===== config.mk =====
export PLATFORM = sky130hd
export DESIGN_NAME = plpc_top
export DESIGN_NICKNAME = d
export VERILOG_FILES = /design/src/include/plpc_pkg.sv /design/src/include/plpc_link_if.sv /design/src/logic/plpc_crs_det.sv /design/src/logic/plpc_pause_timer.sv /design/src/logic/plpc_top.sv
export VERILOG_INCLUDE_DIRS = /design/src /design/src/include
export SDC_FILE = /design/constraint.sdc
export NUM_CORES = 1
export LEC_CHECK = 0
export BUFFER_PORTS_ARGS = -buffer_cell sky130_fd_sc_hd__buf_2
export CAP_MARGIN = 20
export CORE_MARGIN = 10
export CORE_UTILIZATION = 35
export DETAILED_ROUTE_END_ITERATION = 10
export GPL_TIMING_DRIVEN = 0
export HOLD_SLACK_MARGIN = 0.1
export PLACE_DENSITY = 0.68
export SYNTH_ARGS = -nofsm -noshare
export SYNTH_HDL_FRONTEND = slang
export SYNTH_SLANG_ARGS = --single-unit

===== constraint.sdc =====
create_clock -name clk_sys_i -period 7 [get_ports clk_sys_i]
set_clock_uncertainty 0.2 [all_clocks]
set_input_delay 0.35 -clock clk_sys_i [delete_from_list [all_inputs] [get_ports clk_sys_i]]
set_output_delay 0.35 -clock clk_sys_i [all_outputs]
set_load 0.02 [all_outputs]

===== src/include/plpc_params.svh =====
// Offsets, fields, reset values and timing counts of the link and pause control block
`ifndef PLPC_PARAMS_SVH
`define PLPC_PARAMS_SVH
// ====================================================================
// Register byte addresses
`define PLPC_ADDR_BUS_MODE 8'h00
`define PLPC_ADDR_PHY_CTRL 8'h04
`define PLPC_ADDR_PHY_CFG 8'h08
`define PLPC_ADDR_AN_ADV 8'h0C
`define PLPC_ADDR_AN_RES 8'h10
// ====================================================================
// Field positions
`define PLPC_BM_SOFT_RST 0
`define PLPC_CTRL_PHY_RST 15
`define PLPC_CTRL_INT_LB 14
`define PLPC_CTRL_SPEED100 13
`define PLPC_CTRL_AN_EN 12
`define PLPC_CTRL_FULL 8
`define PLPC_CFG_RMT_LB 9
`define PLPC_CFG_NRZI_EN 7
`define PLPC_CFG_LED4 0
`define PLPC_ADV_PAUSE 10
`define PLPC_ADV_100FD 8
`define PLPC_ADV_100HD 7
`define PLPC_ADV_10FD 6
`define PLPC_ADV_10HD 5
// ====================================================================
// Reset values
`define PLPC_CTRL_RST 16'h3100
`define PLPC_CFG_RST 16'h0080
`define PLPC_ADV_RST 16'h05E1
// ====================================================================
// Pause frame recognition
`define PLPC_MAC_CTL_TYPE 16'h8808
`define PLPC_PAUSE_OPCODE 16'h0001
`define PLPC_PAUSE_MCAST 48'h0180C2000001
// ====================================================================
// Timing
`define PLPC_CLK_NS 40
`define PLPC_SLOT_NS_100 5120
`define PLPC_SLOT_NS_10 51200
`define PLPC_SLOT_CYC_100 (`PLPC_SLOT_NS_100 / `PLPC_CLK_NS)
`define PLPC_SLOT_CYC_10 (`PLPC_SLOT_NS_10 / `PLPC_CLK_NS)
`define PLPC_BLINK20_HALF_NS 25000000
`define PLPC_BLINK20_HALF_CYC (`PLPC_BLINK20_HALF_NS / `PLPC_CLK_NS)
`define PLPC_RST_HOLD_MS 100
`endif


===== src/include/plpc_pkg.sv =====
// Types shared by the link and pause control block
package plpc_pkg;
	typedef logic [15:0] plpc_word_t;
	typedef enum logic [1:0]
	{
		PLPC_AN_IDLE = 2'b00,
		PLPC_AN_SEND = 2'b01,
		PLPC_AN_DONE = 2'b10
	} plpc_an_e;
endpackage


===== src/include/plpc_link_if.sv =====
// Signals between the top, the carrier detector and the pause timer
`timescale 1ns/1ps
`default_nettype none
interface plpc_link_if;
	logic bit_tick;
	logic rx_nrz;
	logic end_det;
	logic crs_rx;
	logic slot_tick;
	logic load;
	logic [15:0] load_val;
	logic pause_en;
	logic paused;
	modport crs_top (output bit_tick, rx_nrz, end_det, input crs_rx);
	modport crs (input bit_tick, rx_nrz, end_det, output crs_rx);
	modport pse_top (output slot_tick, load, load_val, pause_en, input paused);
	modport pse (input slot_tick, load, load_val, pause_en, output paused);
endinterface
`default_nettype wire


===== src/logic/plpc_crs_det.sv =====
// Receive carrier detector over a ten bit window
`timescale 1ns/1ps
`default_nettype none
module plpc_crs_det
(
	// Clock and reset
	input wire logic clk_i,
	input wire logic rst_b_i,
	// Link group
	plpc_link_if.crs lnk
);
	logic [9:0] win_q;
	logic [9:0] win_d;
	logic hit;

	function automatic logic two_zeros_apart(input logic [9:0] w);
		logic r;
		r = 1'b0;
		for (int i = 0; i < 8; i++)
		begin
			for (int j = i + 2; j < 10; j++)
			begin
				r = r | (!w[i] & !w[j]);
			end
		end
		return r;
	endfunction

	assign win_d = {win_q[8:0], lnk.rx_nrz};
	assign hit = lnk.bit_tick & two_zeros_apart(win_d);

	always_ff @(posedge clk_i or negedge rst_b_i)
	begin
		if (!rst_b_i)
			win_q <= 10'h3FF;
		else if (lnk.bit_tick)
			win_q <= win_d;
	end

	always_ff @(posedge clk_i or negedge rst_b_i)
	begin
		if (!rst_b_i)
			lnk.crs_rx <= 1'b0;
		else if (hit)
			lnk.crs_rx <= 1'b1;
		else if (lnk.end_det)
			lnk.crs_rx <= 1'b0;
	end
endmodule
`default_nettype wire


===== src/logic/plpc_pause_timer.sv =====
// Pause timer counting slot times
`timescale 1ns/1ps
`default_nettype none
module plpc_pause_timer
(
	// Clock and reset
	input wire logic clk_i,
	input wire logic rst_b_i,
	// Pause group
	plpc_link_if.pse lnk
);
	logic [15:0] cnt_q;

	always_ff @(posedge clk_i or negedge rst_b_i)
	begin
		if (!rst_b_i)
			cnt_q <= 16'h0000;
		else if (!lnk.pause_en)
			cnt_q <= 16'h0000;
		else if (lnk.load)
			cnt_q <= lnk.load_val;
		else if (lnk.slot_tick && cnt_q != 16'h0000)
			cnt_q <= cnt_q - 16'h0001;
	end

	assign lnk.paused = (cnt_q != 16'h0000);
endmodule
`default_nettype wire


===== src/logic/plpc_top.sv =====
// Link side control: carrier, collision, loop-back, auto-negotiation, pause, LEDs, resets
`timescale 1ns/1ps
`default_nettype none
`include "plpc_params.svh"
// How it works
// - Two separated zeros in ten bits raise carrier
// - Half duplex carrier includes transmit
// - Collision only in half duplex overlap
// - NRZI enable clear bypasses receive decode
// - Internal loop-back isolates line pins
// - Remote loop-back only at 100 Mb/s
// - 100 internal loop-back uses NRZI stream
// - Remote loop-back returns recovered data out
// - 10 loop-back feeds Manchester into recovery
// - Autoneg enable bit; otherwise programmed mode
// - Advertise sixteen bits, pick highest common
// - Negotiation starts only while enabled
// - Pause only after full duplex pause result
// - Valid pause frame loads the timer
// - Hold new frames, never cut ongoing
// - Zero pause time leaves pause at once
// - Three LED mode indications
// - Four LED mode indications
// - Soft reset spares transceiver, self-clears
// - Transceiver reset restores defaults, self-clears
module plpc_top
	import plpc_pkg::*;
#(
	parameter int LED_TICK_CYC = `PLPC_BLINK20_HALF_CYC
)
(
	// Clock and reset
	input wire logic clk_sys_i,
	input wire logic rst_b_i,
	// APB slave
	input wire logic [7:0] paddr_i,
	input wire logic psel_i,
	input wire logic penable_i,
	input wire logic pwrite_i,
	input wire logic [31:0] pwdata_i,
	output logic [31:0] prdata_o,
	output logic pready_o,
	output logic pslverr_o,
	// Line pins in the link clock domain
	input wire logic rx_bclk_i,
	input wire logic rx_cdr_bit_i,
	input wire logic rx_line10_i,
	// Transmit path
	input wire logic tx_nrz_bit_i,
	input wire logic tx_manch_i,
	input wire logic tx_active_i,
	// Receive decoder and link monitor
	input wire logic rx_esd_i,
	input wire logic rx_idle_i,
	input wire logic link_ok_i,
	input wire plpc_pkg::plpc_word_t lp_ability_i,
	input wire logic lp_page_valid_i,
	// Received frame fields
	input wire logic rx_frame_done_i,
	input wire logic [47:0] rx_da_i,
	input wire logic [15:0] rx_type_i,
	input wire logic [15:0] rx_opcode_i,
	input wire logic [15:0] rx_param_i,
	input wire logic [47:0] station_addr_i,
	// Line and status outputs
	output logic line_tx_bit_o,
	output logic line_drv_en_o,
	output logic cdr10_in_o,
	output logic crs_o,
	output logic col_o,
	output logic flp_send_o,
	output plpc_pkg::plpc_word_t advert_word_o,
	output logic tx_start_ok_o,
	output logic paused_o,
	output logic [3:0] led_o
);
	import plpc_pkg::*;

	plpc_link_if lnk ();

	logic [1:0] rst_sync_q;
	logic rst_b;
	logic [2:0] bclk_q;
	logic [1:0] cdr_q;
	logic [1:0] l10_q;
	logic bit_tick;
	logic rx_cdr_s;
	logic bus_mode_q;
	logic [15:0] ctrl_q;
	logic [15:0] cfg_q;
	logic [15:0] adv_q;
	logic pready_q;
	logic wr_en;
	logic phy_rst;
	plpc_an_e an_q;
	logic res_100_q;
	logic res_full_q;
	logic res_pause_q;
	logic speed100;
	logic full;
	logic int_lb;
	logic rmt_lb;
	logic tx_nrzi_q;
	logic rx_prev_q;
	logic rx_in;
	logic [10:0] slot_cnt_q;
	logic slot_end;
	logic [19:0] led_cnt_q;
	logic blink20_q;
	logic blink10_q;
	logic mac_rst;
	logic pause_frame;

	// ====================================================================
	// Reset and pin synchronisers
	always_ff @(posedge clk_sys_i or negedge rst_b_i)
	begin
		if (!rst_b_i)
			rst_sync_q <= 2'b00;
		else
			rst_sync_q <= {rst_sync_q[0], 1'b1};
	end
	assign rst_b = rst_sync_q[1];

	always_ff @(posedge clk_sys_i or negedge rst_b)
	begin
		if (!rst_b)
		begin
			bclk_q <= 3'b000;
			cdr_q <= 2'b00;
			l10_q <= 2'b00;
		end
		else
		begin
			bclk_q <= {bclk_q[1:0], rx_bclk_i};
			cdr_q <= {cdr_q[0], rx_cdr_bit_i};
			l10_q <= {l10_q[0], rx_line10_i};
		end
	end
	// Edge found from the second and third stages only
	assign bit_tick = bclk_q[1] & !bclk_q[2];
	assign rx_cdr_s = cdr_q[1];

	// ====================================================================
	// APB slave, one wait state, unmapped addresses answer with an error
	function automatic logic addr_hit(input logic [7:0] a);
		return a == `PLPC_ADDR_BUS_MODE || a == `PLPC_ADDR_PHY_CTRL || a == `PLPC_ADDR_PHY_CFG
			|| a == `PLPC_ADDR_AN_ADV || a == `PLPC_ADDR_AN_RES;
	endfunction

	assign wr_en = psel_i & penable_i & pready_q & pwrite_i & addr_hit(paddr_i);

	always_ff @(posedge clk_sys_i or negedge rst_b)
	begin
		if (!rst_b)
		begin
			pready_q <= 1'b0;
			prdata_o <= 32'h00000000;
			pslverr_o <= 1'b0;
		end
		else
		begin
			pready_q <= psel_i & penable_i & !pready_q;
			pslverr_o <= psel_i & penable_i & !pready_q & !addr_hit(paddr_i);
			if (psel_i && penable_i && !pready_q)
			begin
				case (paddr_i)
					`PLPC_ADDR_BUS_MODE: prdata_o <= {31'h00000000, bus_mode_q};
					`PLPC_ADDR_PHY_CTRL: prdata_o <= {16'h0000, ctrl_q};
					`PLPC_ADDR_PHY_CFG: prdata_o <= {16'h0000, cfg_q};
					`PLPC_ADDR_AN_ADV: prdata_o <= {16'h0000, adv_q};
					`PLPC_ADDR_AN_RES: prdata_o <= {25'h0000000, paused_o, col_o, crs_o,
						res_pause_q, full, speed100, an_q == PLPC_AN_DONE};
					default: prdata_o <= 32'h00000000;
				endcase
			end
		end
	end
	assign pready_o = pready_q;

	// ====================================================================
	// Software resets
	// soft reset pulse
	always_ff @(posedge clk_sys_i or negedge rst_b)
	begin
		if (!rst_b)
			bus_mode_q <= 1'b0;
		else
			bus_mode_q <= wr_en && paddr_i == `PLPC_ADDR_BUS_MODE && pwdata_i[`PLPC_BM_SOFT_RST];
	end
	assign mac_rst = bus_mode_q;
	assign phy_rst = ctrl_q[`PLPC_CTRL_PHY_RST];

	always_ff @(posedge clk_sys_i or negedge rst_b)
	begin
		if (!rst_b)
		begin
			ctrl_q <= `PLPC_CTRL_RST;
			cfg_q <= `PLPC_CFG_RST;
			adv_q <= `PLPC_ADV_RST;
		end
		else if (phy_rst)
		begin
			ctrl_q <= `PLPC_CTRL_RST;
			cfg_q <= `PLPC_CFG_RST;
			adv_q <= `PLPC_ADV_RST;
		end
		else if (wr_en)
		begin
			if (paddr_i == `PLPC_ADDR_PHY_CTRL)
				ctrl_q <= pwdata_i[15:0];
			if (paddr_i == `PLPC_ADDR_PHY_CFG)
				cfg_q <= pwdata_i[15:0];
			if (paddr_i == `PLPC_ADDR_AN_ADV)
				adv_q <= pwdata_i[15:0];
		end
	end

	// ====================================================================
	// Auto-negotiation
	function automatic logic [1:0] resolve(input logic [15:0] c);
		if (c[`PLPC_ADV_100FD])
			return 2'b11;
		else if (c[`PLPC_ADV_100HD])
			return 2'b10;
		else if (c[`PLPC_ADV_10FD])
			return 2'b01;
		else
			return 2'b00;
	endfunction

	always_ff @(posedge clk_sys_i or negedge rst_b)
	begin
		if (!rst_b)
		begin
			an_q <= PLPC_AN_IDLE;
			{res_100_q, res_full_q, res_pause_q} <= 3'b000;
		end
		else if (phy_rst || !ctrl_q[`PLPC_CTRL_AN_EN])
			an_q <= PLPC_AN_IDLE;
		else
		begin
			case (an_q)
				PLPC_AN_IDLE: an_q <= PLPC_AN_SEND;
				PLPC_AN_SEND:
				begin
					if (lp_page_valid_i)
					begin
						an_q <= PLPC_AN_DONE;
						{res_100_q, res_full_q} <= resolve(adv_q & lp_ability_i);
						res_pause_q <= adv_q[`PLPC_ADV_PAUSE] & lp_ability_i[`PLPC_ADV_PAUSE];
					end
				end
				PLPC_AN_DONE: an_q <= PLPC_AN_DONE;
				default: an_q <= PLPC_AN_IDLE;
			endcase
		end
	end

	assign speed100 = ctrl_q[`PLPC_CTRL_AN_EN] ? res_100_q : ctrl_q[`PLPC_CTRL_SPEED100];
	assign full = ctrl_q[`PLPC_CTRL_AN_EN] ? res_full_q : ctrl_q[`PLPC_CTRL_FULL];
	assign int_lb = ctrl_q[`PLPC_CTRL_INT_LB];
	assign rmt_lb = cfg_q[`PLPC_CFG_RMT_LB] & speed100 & !int_lb;

	// ====================================================================
	// Serial paths, stepped on each link clock rising edge
	always_ff @(posedge clk_sys_i or negedge rst_b)
	begin
		if (!rst_b)
		begin
			tx_nrzi_q <= 1'b0;
			rx_prev_q <= 1'b0;
		end
		else if (bit_tick)
		begin
			tx_nrzi_q <= cfg_q[`PLPC_CFG_NRZI_EN] ? tx_nrzi_q ^ tx_nrz_bit_i : tx_nrz_bit_i;
			rx_prev_q <= rx_in;
		end
	end

	assign rx_in = (int_lb && speed100) ? tx_nrzi_q : rx_cdr_s;
	assign lnk.bit_tick = bit_tick;
	assign lnk.rx_nrz = cfg_q[`PLPC_CFG_NRZI_EN] ? !(rx_in ^ rx_prev_q) : rx_in;
	assign lnk.end_det = rx_esd_i | rx_idle_i | phy_rst;

	plpc_crs_det u_crs
	(
		.clk_i(clk_sys_i),
		.rst_b_i(rst_b),
		.lnk(lnk.crs)
	);

	always_ff @(posedge clk_sys_i or negedge rst_b)
	begin
		if (!rst_b)
		begin
			line_tx_bit_o <= 1'b0;
			line_drv_en_o <= 1'b0;
			cdr10_in_o <= 1'b0;
			crs_o <= 1'b0;
			col_o <= 1'b0;
			flp_send_o <= 1'b0;
			advert_word_o <= 16'h0000;
		end
		else
		begin
			line_tx_bit_o <= rmt_lb ? rx_cdr_s : tx_nrzi_q;
			line_drv_en_o <= !int_lb;
			cdr10_in_o <= (int_lb && !speed100) ? tx_manch_i : l10_q[1];
			crs_o <= full ? lnk.crs_rx : (lnk.crs_rx | tx_active_i);
			col_o <= !full & tx_active_i & lnk.crs_rx;
			flp_send_o <= an_q == PLPC_AN_SEND;
			advert_word_o <= adv_q;
		end
	end

	// ====================================================================
	// Pause control
	// pause gated by result
	assign lnk.pause_en = !mac_rst & ctrl_q[`PLPC_CTRL_AN_EN] & (an_q == PLPC_AN_DONE)
		& res_full_q & res_pause_q;
	assign pause_frame = rx_frame_done_i && rx_type_i == `PLPC_MAC_CTL_TYPE
		&& rx_opcode_i == `PLPC_PAUSE_OPCODE
		&& (rx_da_i == `PLPC_PAUSE_MCAST || rx_da_i == station_addr_i);
	assign lnk.load = pause_frame;
	assign lnk.load_val = rx_param_i;

	// one tick per slot time
	// Restarted by each pause frame, so the first slot is never cut short
	assign slot_end = slot_cnt_q >= 11'(speed100 ? `PLPC_SLOT_CYC_100 - 1
		: `PLPC_SLOT_CYC_10 - 1);
	always_ff @(posedge clk_sys_i or negedge rst_b)
	begin
		if (!rst_b)
			slot_cnt_q <= 11'h000;
		else if (mac_rst || pause_frame || slot_end)
			slot_cnt_q <= 11'h000;
		else
			slot_cnt_q <= slot_cnt_q + 11'h001;
	end
	assign lnk.slot_tick = slot_end;

	plpc_pause_timer u_pause
	(
		.clk_i(clk_sys_i),
		.rst_b_i(rst_b),
		.lnk(lnk.pse)
	);

	always_ff @(posedge clk_sys_i or negedge rst_b)
	begin
		if (!rst_b)
		begin
			tx_start_ok_o <= 1'b0;
			paused_o <= 1'b0;
		end
		else
		begin
			tx_start_ok_o <= !lnk.paused & !pause_frame_nz(pause_frame, rx_param_i, lnk.pause_en);
			paused_o <= lnk.paused;
		end
	end

	function automatic logic pause_frame_nz(input logic f, input logic [15:0] v, input logic en);
		return f & en & (v != 16'h0000);
	endfunction

	// ====================================================================
	// LEDs; the blink divider is long, so it is a parameter for simulation
	always_ff @(posedge clk_sys_i or negedge rst_b)
	begin
		if (!rst_b)
		begin
			led_cnt_q <= 20'h00000;
			blink20_q <= 1'b0;
			blink10_q <= 1'b0;
		end
		else if (mac_rst)
		begin
			led_cnt_q <= 20'h00000;
			blink20_q <= 1'b0;
			blink10_q <= 1'b0;
		end
		else if (led_cnt_q == 20'(LED_TICK_CYC - 1))
		begin
			led_cnt_q <= 20'h00000;
			blink20_q <= !blink20_q;
			if (blink20_q)
				blink10_q <= !blink10_q;
		end
		else
			led_cnt_q <= led_cnt_q + 20'h00001;
	end

	always_ff @(posedge clk_sys_i or negedge rst_b)
	begin
		if (!rst_b)
			led_o <= 4'h0;
		else if (cfg_q[`PLPC_CFG_LED4])
		begin
			led_o[0] <= link_ok_i & speed100;
			led_o[1] <= link_ok_i & !speed100;
			led_o[2] <= (crs_o | tx_active_i) & blink10_q;
			led_o[3] <= col_o ? blink20_q : full;
		end
		else
		begin
			led_o[0] <= speed100;
			led_o[1] <= ((crs_o | tx_active_i) & !col_o) ? blink10_q : link_ok_i;
			led_o[2] <= col_o ? blink20_q : full;
			led_o[3] <= 1'b0;
		end
	end
endmodule
`default_nettype wire


## Word-level counts from Yosys, hierarchy flattened

Cells that the tools add are included.

- Register bits: 186
- Output and inout port bits: 62
- Logic and storage cells: 254

- Add/sub/neg operators: 3
- Order comparisons: 1
- Equality and inequality tests: 13
- Mux-type cells: 41
- Bitwise logic cells: 103
- Reductions and logical operators: 58

Operators with widths:

| kind | count |
|---|---|
| $mux 16 | 12 |
| $pmux 16 s5 | 1 |
| $and 1x1->1 | 60 |
| $eq 48x41->1 const B | 1 |
| $eq 48x48->1 | 1 |
| $mux 20 | 2 |
| $or 1x1->1 | 39 |
| $reduce_bool 16->1 | 2 |
| $logic_not 1->1 | 24 |
| $mux 11 | 2 |
| $add 20x1->20 const B | 1 |
| $eq 20x20->1 const B | 1 |
| $mux 1 | 18 |
| $eq 16x1->1 const B | 1 |
| $eq 16x16->1 const B | 1 |
| $eq 8x4->1 const B | 2 |
| $sub 16x1->16 const B | 1 |
| $reduce_bool 2->1 | 7 |
| $add 11x1->11 const B | 1 |
| $ge 11x11->1 | 1 |
| $logic_and 1x1->1 | 10 |
| $and 9x9->9 | 1 |
| $eq 8x3->1 const B | 1 |
| $eq 8x5->1 const B | 1 |
| other kinds (14) | 28 |

## Longest topological paths before layout

- Word-level depth: 45
- Depth in mapped cells: 10
- Gate-level depth less buffers: 9

## By module

A second synthesis with hierarchy kept.

- Cell total of the unflattened synthesis: 897
- Area total of the unflattened synthesis: 8,863.5 µm²

Modules (own cells, without submodules):

| module | times used | cells an instance | area an instance (µm²) | sequential area each (µm²) |
|---|---|---|---|---|
| plpc_top | 1 | 743 | 7,325.8 | 3,616.0 |
| plpc_pause_timer | 1 | 121 | 1,093.5 | 400.4 |
| plpc_crs_det | 1 | 33 | 444.2 | 261.5 |

## Worst setup path after synthesis

No wires, ideal clock.

- Kind: register -> register
- Start: register ctrl_q[12]
- End: register u_pause.cnt_q[15]
- Setup time: 0.077 ns
- Arrival: 2.692 ns
- Required time: 6.723 ns
- Setup slack: 4.031 ns
- Stages on the path, launching flop included: 11
- Path buffers: 1
- Period minus slack after synthesis: 2.969 ns
- Cells stage by stage: dfstp_2 -> buf_2 -> mux2i_1 -> inv_1 -> ha_1 -> nand4_1 -> o311a_1 -> or4_1 -> nor3_1 -> a21oi_1 -> a21oi_1

- Word-level cells in the longest chain between the ends: 5

RTL lines:

| element | line | RTL |
|---|---|---|
| from (decl) | plpc_top.sv:89 | `logic [15:0] ctrl_q;` |
| from (signal assigned) | plpc_top.sv:198 | `` ctrl_q <= `PLPC_CTRL_RST; `` |
| from (signal assigned) | plpc_top.sv:204 | `` ctrl_q <= `PLPC_CTRL_RST; `` |
| from (signal assigned) | plpc_top.sv:211 | `ctrl_q <= pwdata_i[15:0];` |
| $mux 1 or $and 1x1->1 (tied branches) | plpc_top.sv:260, plpc_top.sv:320 |  |
| $mux 11 or $and 1x1->1 (tied branches) | plpc_top.sv:330, plpc_top.sv:320 |  |
| $ge 11x11->1 or $and 1x1->1 (tied branches) | plpc_top.sv:330, plpc_top.sv:320 |  |
| $logic_and 1x1->1 or $and 1x1->1 (tied branches) | plpc_pause_timer.sv:22, plpc_top.sv:320 |  |
| $ne 3x1->1 (no line) or $mux 16 (tied branches) | - |  |
| to (signal assigned) | plpc_pause_timer.sv:21 | `cnt_q <= lnk.load_val;` |
| to (signal assigned) | plpc_pause_timer.sv:23 | `cnt_q <= cnt_q - 16'h0001;` |
| to (decl) | plpc_pause_timer.sv:12 | `logic [15:0] cnt_q;` |

Parallel ways exist; a longest one is shown, timed or not.
A chain may end at the register's enable or synchronous reset.

## Worst setup path after layout

- Start: register ctrl_q[12]
- End: register u_pause.cnt_q[12]

The elaborated chain is that of the path after synthesis.

==> impl_metrics.toml <==
[die]
die_h_um = 176
core_um2 = 24200
io_pins = 278
initial_core_util_pct = 35.3
design.die.area_um2 = 31000
fp-row-count = 57
fp.dieW_um = 176

[place]
dp_hpwl_mm = 20.6
io_buffers = 232
place.gp.congestion = 1.06

[pwr]
net-switching-power_uw = 663
ir_worst_vdd_v = 0.000180
seqPwrFrac_pct = 47.2
power_density_nw_per_um2 = 205
leakage_nw = 5.09
swShare_pct = 28.6
clockPowerShare_pct = 40.9
p_int_mw = 1.66
combPwrFrac_pct = 12.0
power_mw = 2.32

[synth]
synthTopCellsByArea = "dfrtp_1 44%, nand2_1 7.2%, xnor2_1 7.0%"
syn_area_um2 = 8530
yosysWarnings = 0
avgSynthCellArea_um2 = 9.81
yosys_most_used_dff = "dfrtp_1"
synth_top_area_cell = "dfrtp_1"
ys_ff_latch = 170
yosysMostFrequentCell = "nand2_1"
synth-edff-count = 0
synthCells = 870
synth.yosys.seq_area_share_pct = 50.1
yosys.cell_types.count = 69
synth_top_area_share_pct = 44.3
synthArstFlopShare_pct = 100
synthTopCellsByCount = "164 x nand2_1, 151 x dfrtp_1, 68 x xnor2_1"

[sta]
fin_crit_sh_pct = 51.9
setup_viol = 0
finalHoldViolCount = 0
slew_headroom_pct = 28.9
fmax_ghz = 0.275
drv_slew = 0
fin_crit_ps = 3630
worstMarginPinSlew_ps = 1060
tns_ps = 0
rsz0062_at_grt = "no"

[critical_path]
path_cells = "buf_2, mux2i_1, inv_1, ha_1, nand4_1, o311ai_0, nand4_1, nor3_1, xnor2_1, a21oi_1"
worstPathArrival_ps = 3750
slowest_delay_ps = 590
rrSetupSlack_ps = 3370
path_max_fanout = 8
r2r_end = "u_pause.cnt_q[12]"
reg2regPathDepth = 10
cpMostUsedCell = "nand4_1"
crit_type = "reg2reg"
endpoint_kind = "register"
slowest_stage = "o311ai_0"
r2r_start = "ctrl_q[12]"
worst_setup_path_start_kind = "register"
required_ps = 7110

[clocking]
htreeDepth = 4
ctsHoldBuffers = 47
cts.sinks = 170
numCtsBuffers = 17
cts_setup_buffers = 0
cts_buffer_depth = 2
clk_latency_ps = 440
cts_resized = 0
cts_tree = "yes"
clkTransAtPathRegs_ps = 80
cts-root-buf = "clkbuf_16"

[global_routing]
track_usage_pct = 17.0
grt_max_degree = 69
grt_first_pass_wirelength_mm = 42.2
grt-ovfl-total = 0
antenna_found_initial = 3
grt_pass1_vias = 8208

[flow_run]
cap_violations = 0

[finish]
ff_latch_area_um2 = 4280
final_nets = 1410
n_fill_cell = 2270
area_growth_syn_to_layout_pct = 32.4
multiInputGateArea_um2 = 3970
drive_gt1_share_pct = 29.4

[routing]
drt_iter0_drc = 497
routed_wl_mm = 26.8
drcViolationCount = 0
wire_per_inst_um = 17.6
antenna_left = 0
dr_total_vias = 7643
first_pass_iters = 5
vias_per_cell = 5.01

[hold_path]
holdCritPathClass = "reg2async"

[run_status]
status = "completed"
placed cells by master (no fill, tap or decap), drive strengths merged, types with 4 or more instances in the layout:
master,Yosys,routed
nand2,169,169
o31ai,26,26
dfstp,19,19
conb,2,17
xor2,23,23
ha,8,8
a221oi,4,4
o21ai,17,17
nand3,19,19
clkbuf,18,35
a22oi,11,11
nor2,60,60
xnor2,68,68
nor4b,11,11
nor3,11,11
inv,10,18
nand4,29,29
dlygate4sd3,0,47
nor2b,5,5
a21oi,60,60
and2,4,4
buf,33,268
dfrtp,151,151
clkinv,0,6
and3,13,13
nor4,21,21
mux2i,9,9
mux2,11,11
and4,5,5
nand3b,12,12
layer usage:
metal	track usage (%)	part of all wire [%]
met5	0	0.052
met4	8.27	3.9
met1	19.7	41
met3	4.83	6.3
met2	28.4	49
worst max-delay path: cells and delay by family, from the launching register on:
kind / cells / cell delay, ps
buffers and inverters: 2 / 510
adders and majority gates: 1 / 370
DFF: 1 / 520
xor gates and xnor gates: 1 / 140
AOI/OAI and AO/OA: 2 / 670
and+or+nand+nor: 3 / 630
muxes: 1 / 450
state kept, by name, summed over array words and instances (netlist names), 3 cells and up:
register	count
u_crs.win_q	9
ctrl_q	16
cfg_q	16
slot_cnt_q	11
led_cnt_q	20
prdata_o	16
led_o	4
advert_word_o	16
u_pause.cnt_q	16
bclk_q	3
adv_q	16
area by class of cell:
class / count / area share [%]
Clock buffer: 17 / 3.77
Buffer: 51 / 2.67
Timing Repair Buffer: 282 / 15.0
Multi-Input combinational cell: 654 / 35.1
Clock inverter: 15 / 1.56
Tap cell: 324 / 3.59
Sequential cell: 170 / 37.9
Antenna cell: 2 / 0.0443
Inverter: 10 / 0.332
logic make-up after synthesis:
kind of cell    Yosys count  synth area share, %
compound gates          139                 10.4
xor+xnor                 91                 9.34
fa+ha+maj                 8                 1.17
buf+inv                  61                 3.97
flops                   170                 50.1
mux                      21                 2.77
other cells               2               0.0880
simple gates            378                 22.1
power by group through the flow:
stage,Clock [mW],Sequential [mW],Combinational (mW)
6_report,0.949,1.09,0.278
5_1_grt,1.01,1.10,0.307
4_1_cts,0.970,1.09,0.278
3_5_place_dp,0,1.11,0.257
3_3_place_gp,0,1.12,0.232
2_1_floorplan,0,1.11,0.133
worst max-delay path by stage:
stage,to,slack [ps],from
finish,u_pause.cnt_q[12],3370,ctrl_q[12]
global route,slot_cnt_q[5],3010,ctrl_q[12]
CTS,u_pause.cnt_q[12],3330,ctrl_q[12]
detailed placement,u_pause.cnt_q[12],3360,ctrl_q[12]
global placement,led_cnt_q[10],-310,rst_sync_q[1]
floorplan,adv_q[11],1750,rst_sync_q[1]
through the flow:
step	hold slack [ps]	setup WS (ps)	util, %	cell area (µm²)	cells
floorplan	-146	1750	-	8590	885
global placement	-63.8	-309	42.0	10200	1441
detailed placement	-60.7	3360	42.3	10200	1444
CTS	116	3330	46.7	11300	1523
global route	140	3010	46.7	11300	1525
finish	115	3370	46.7	11300	1525
(Power assumes the default switching activity.)
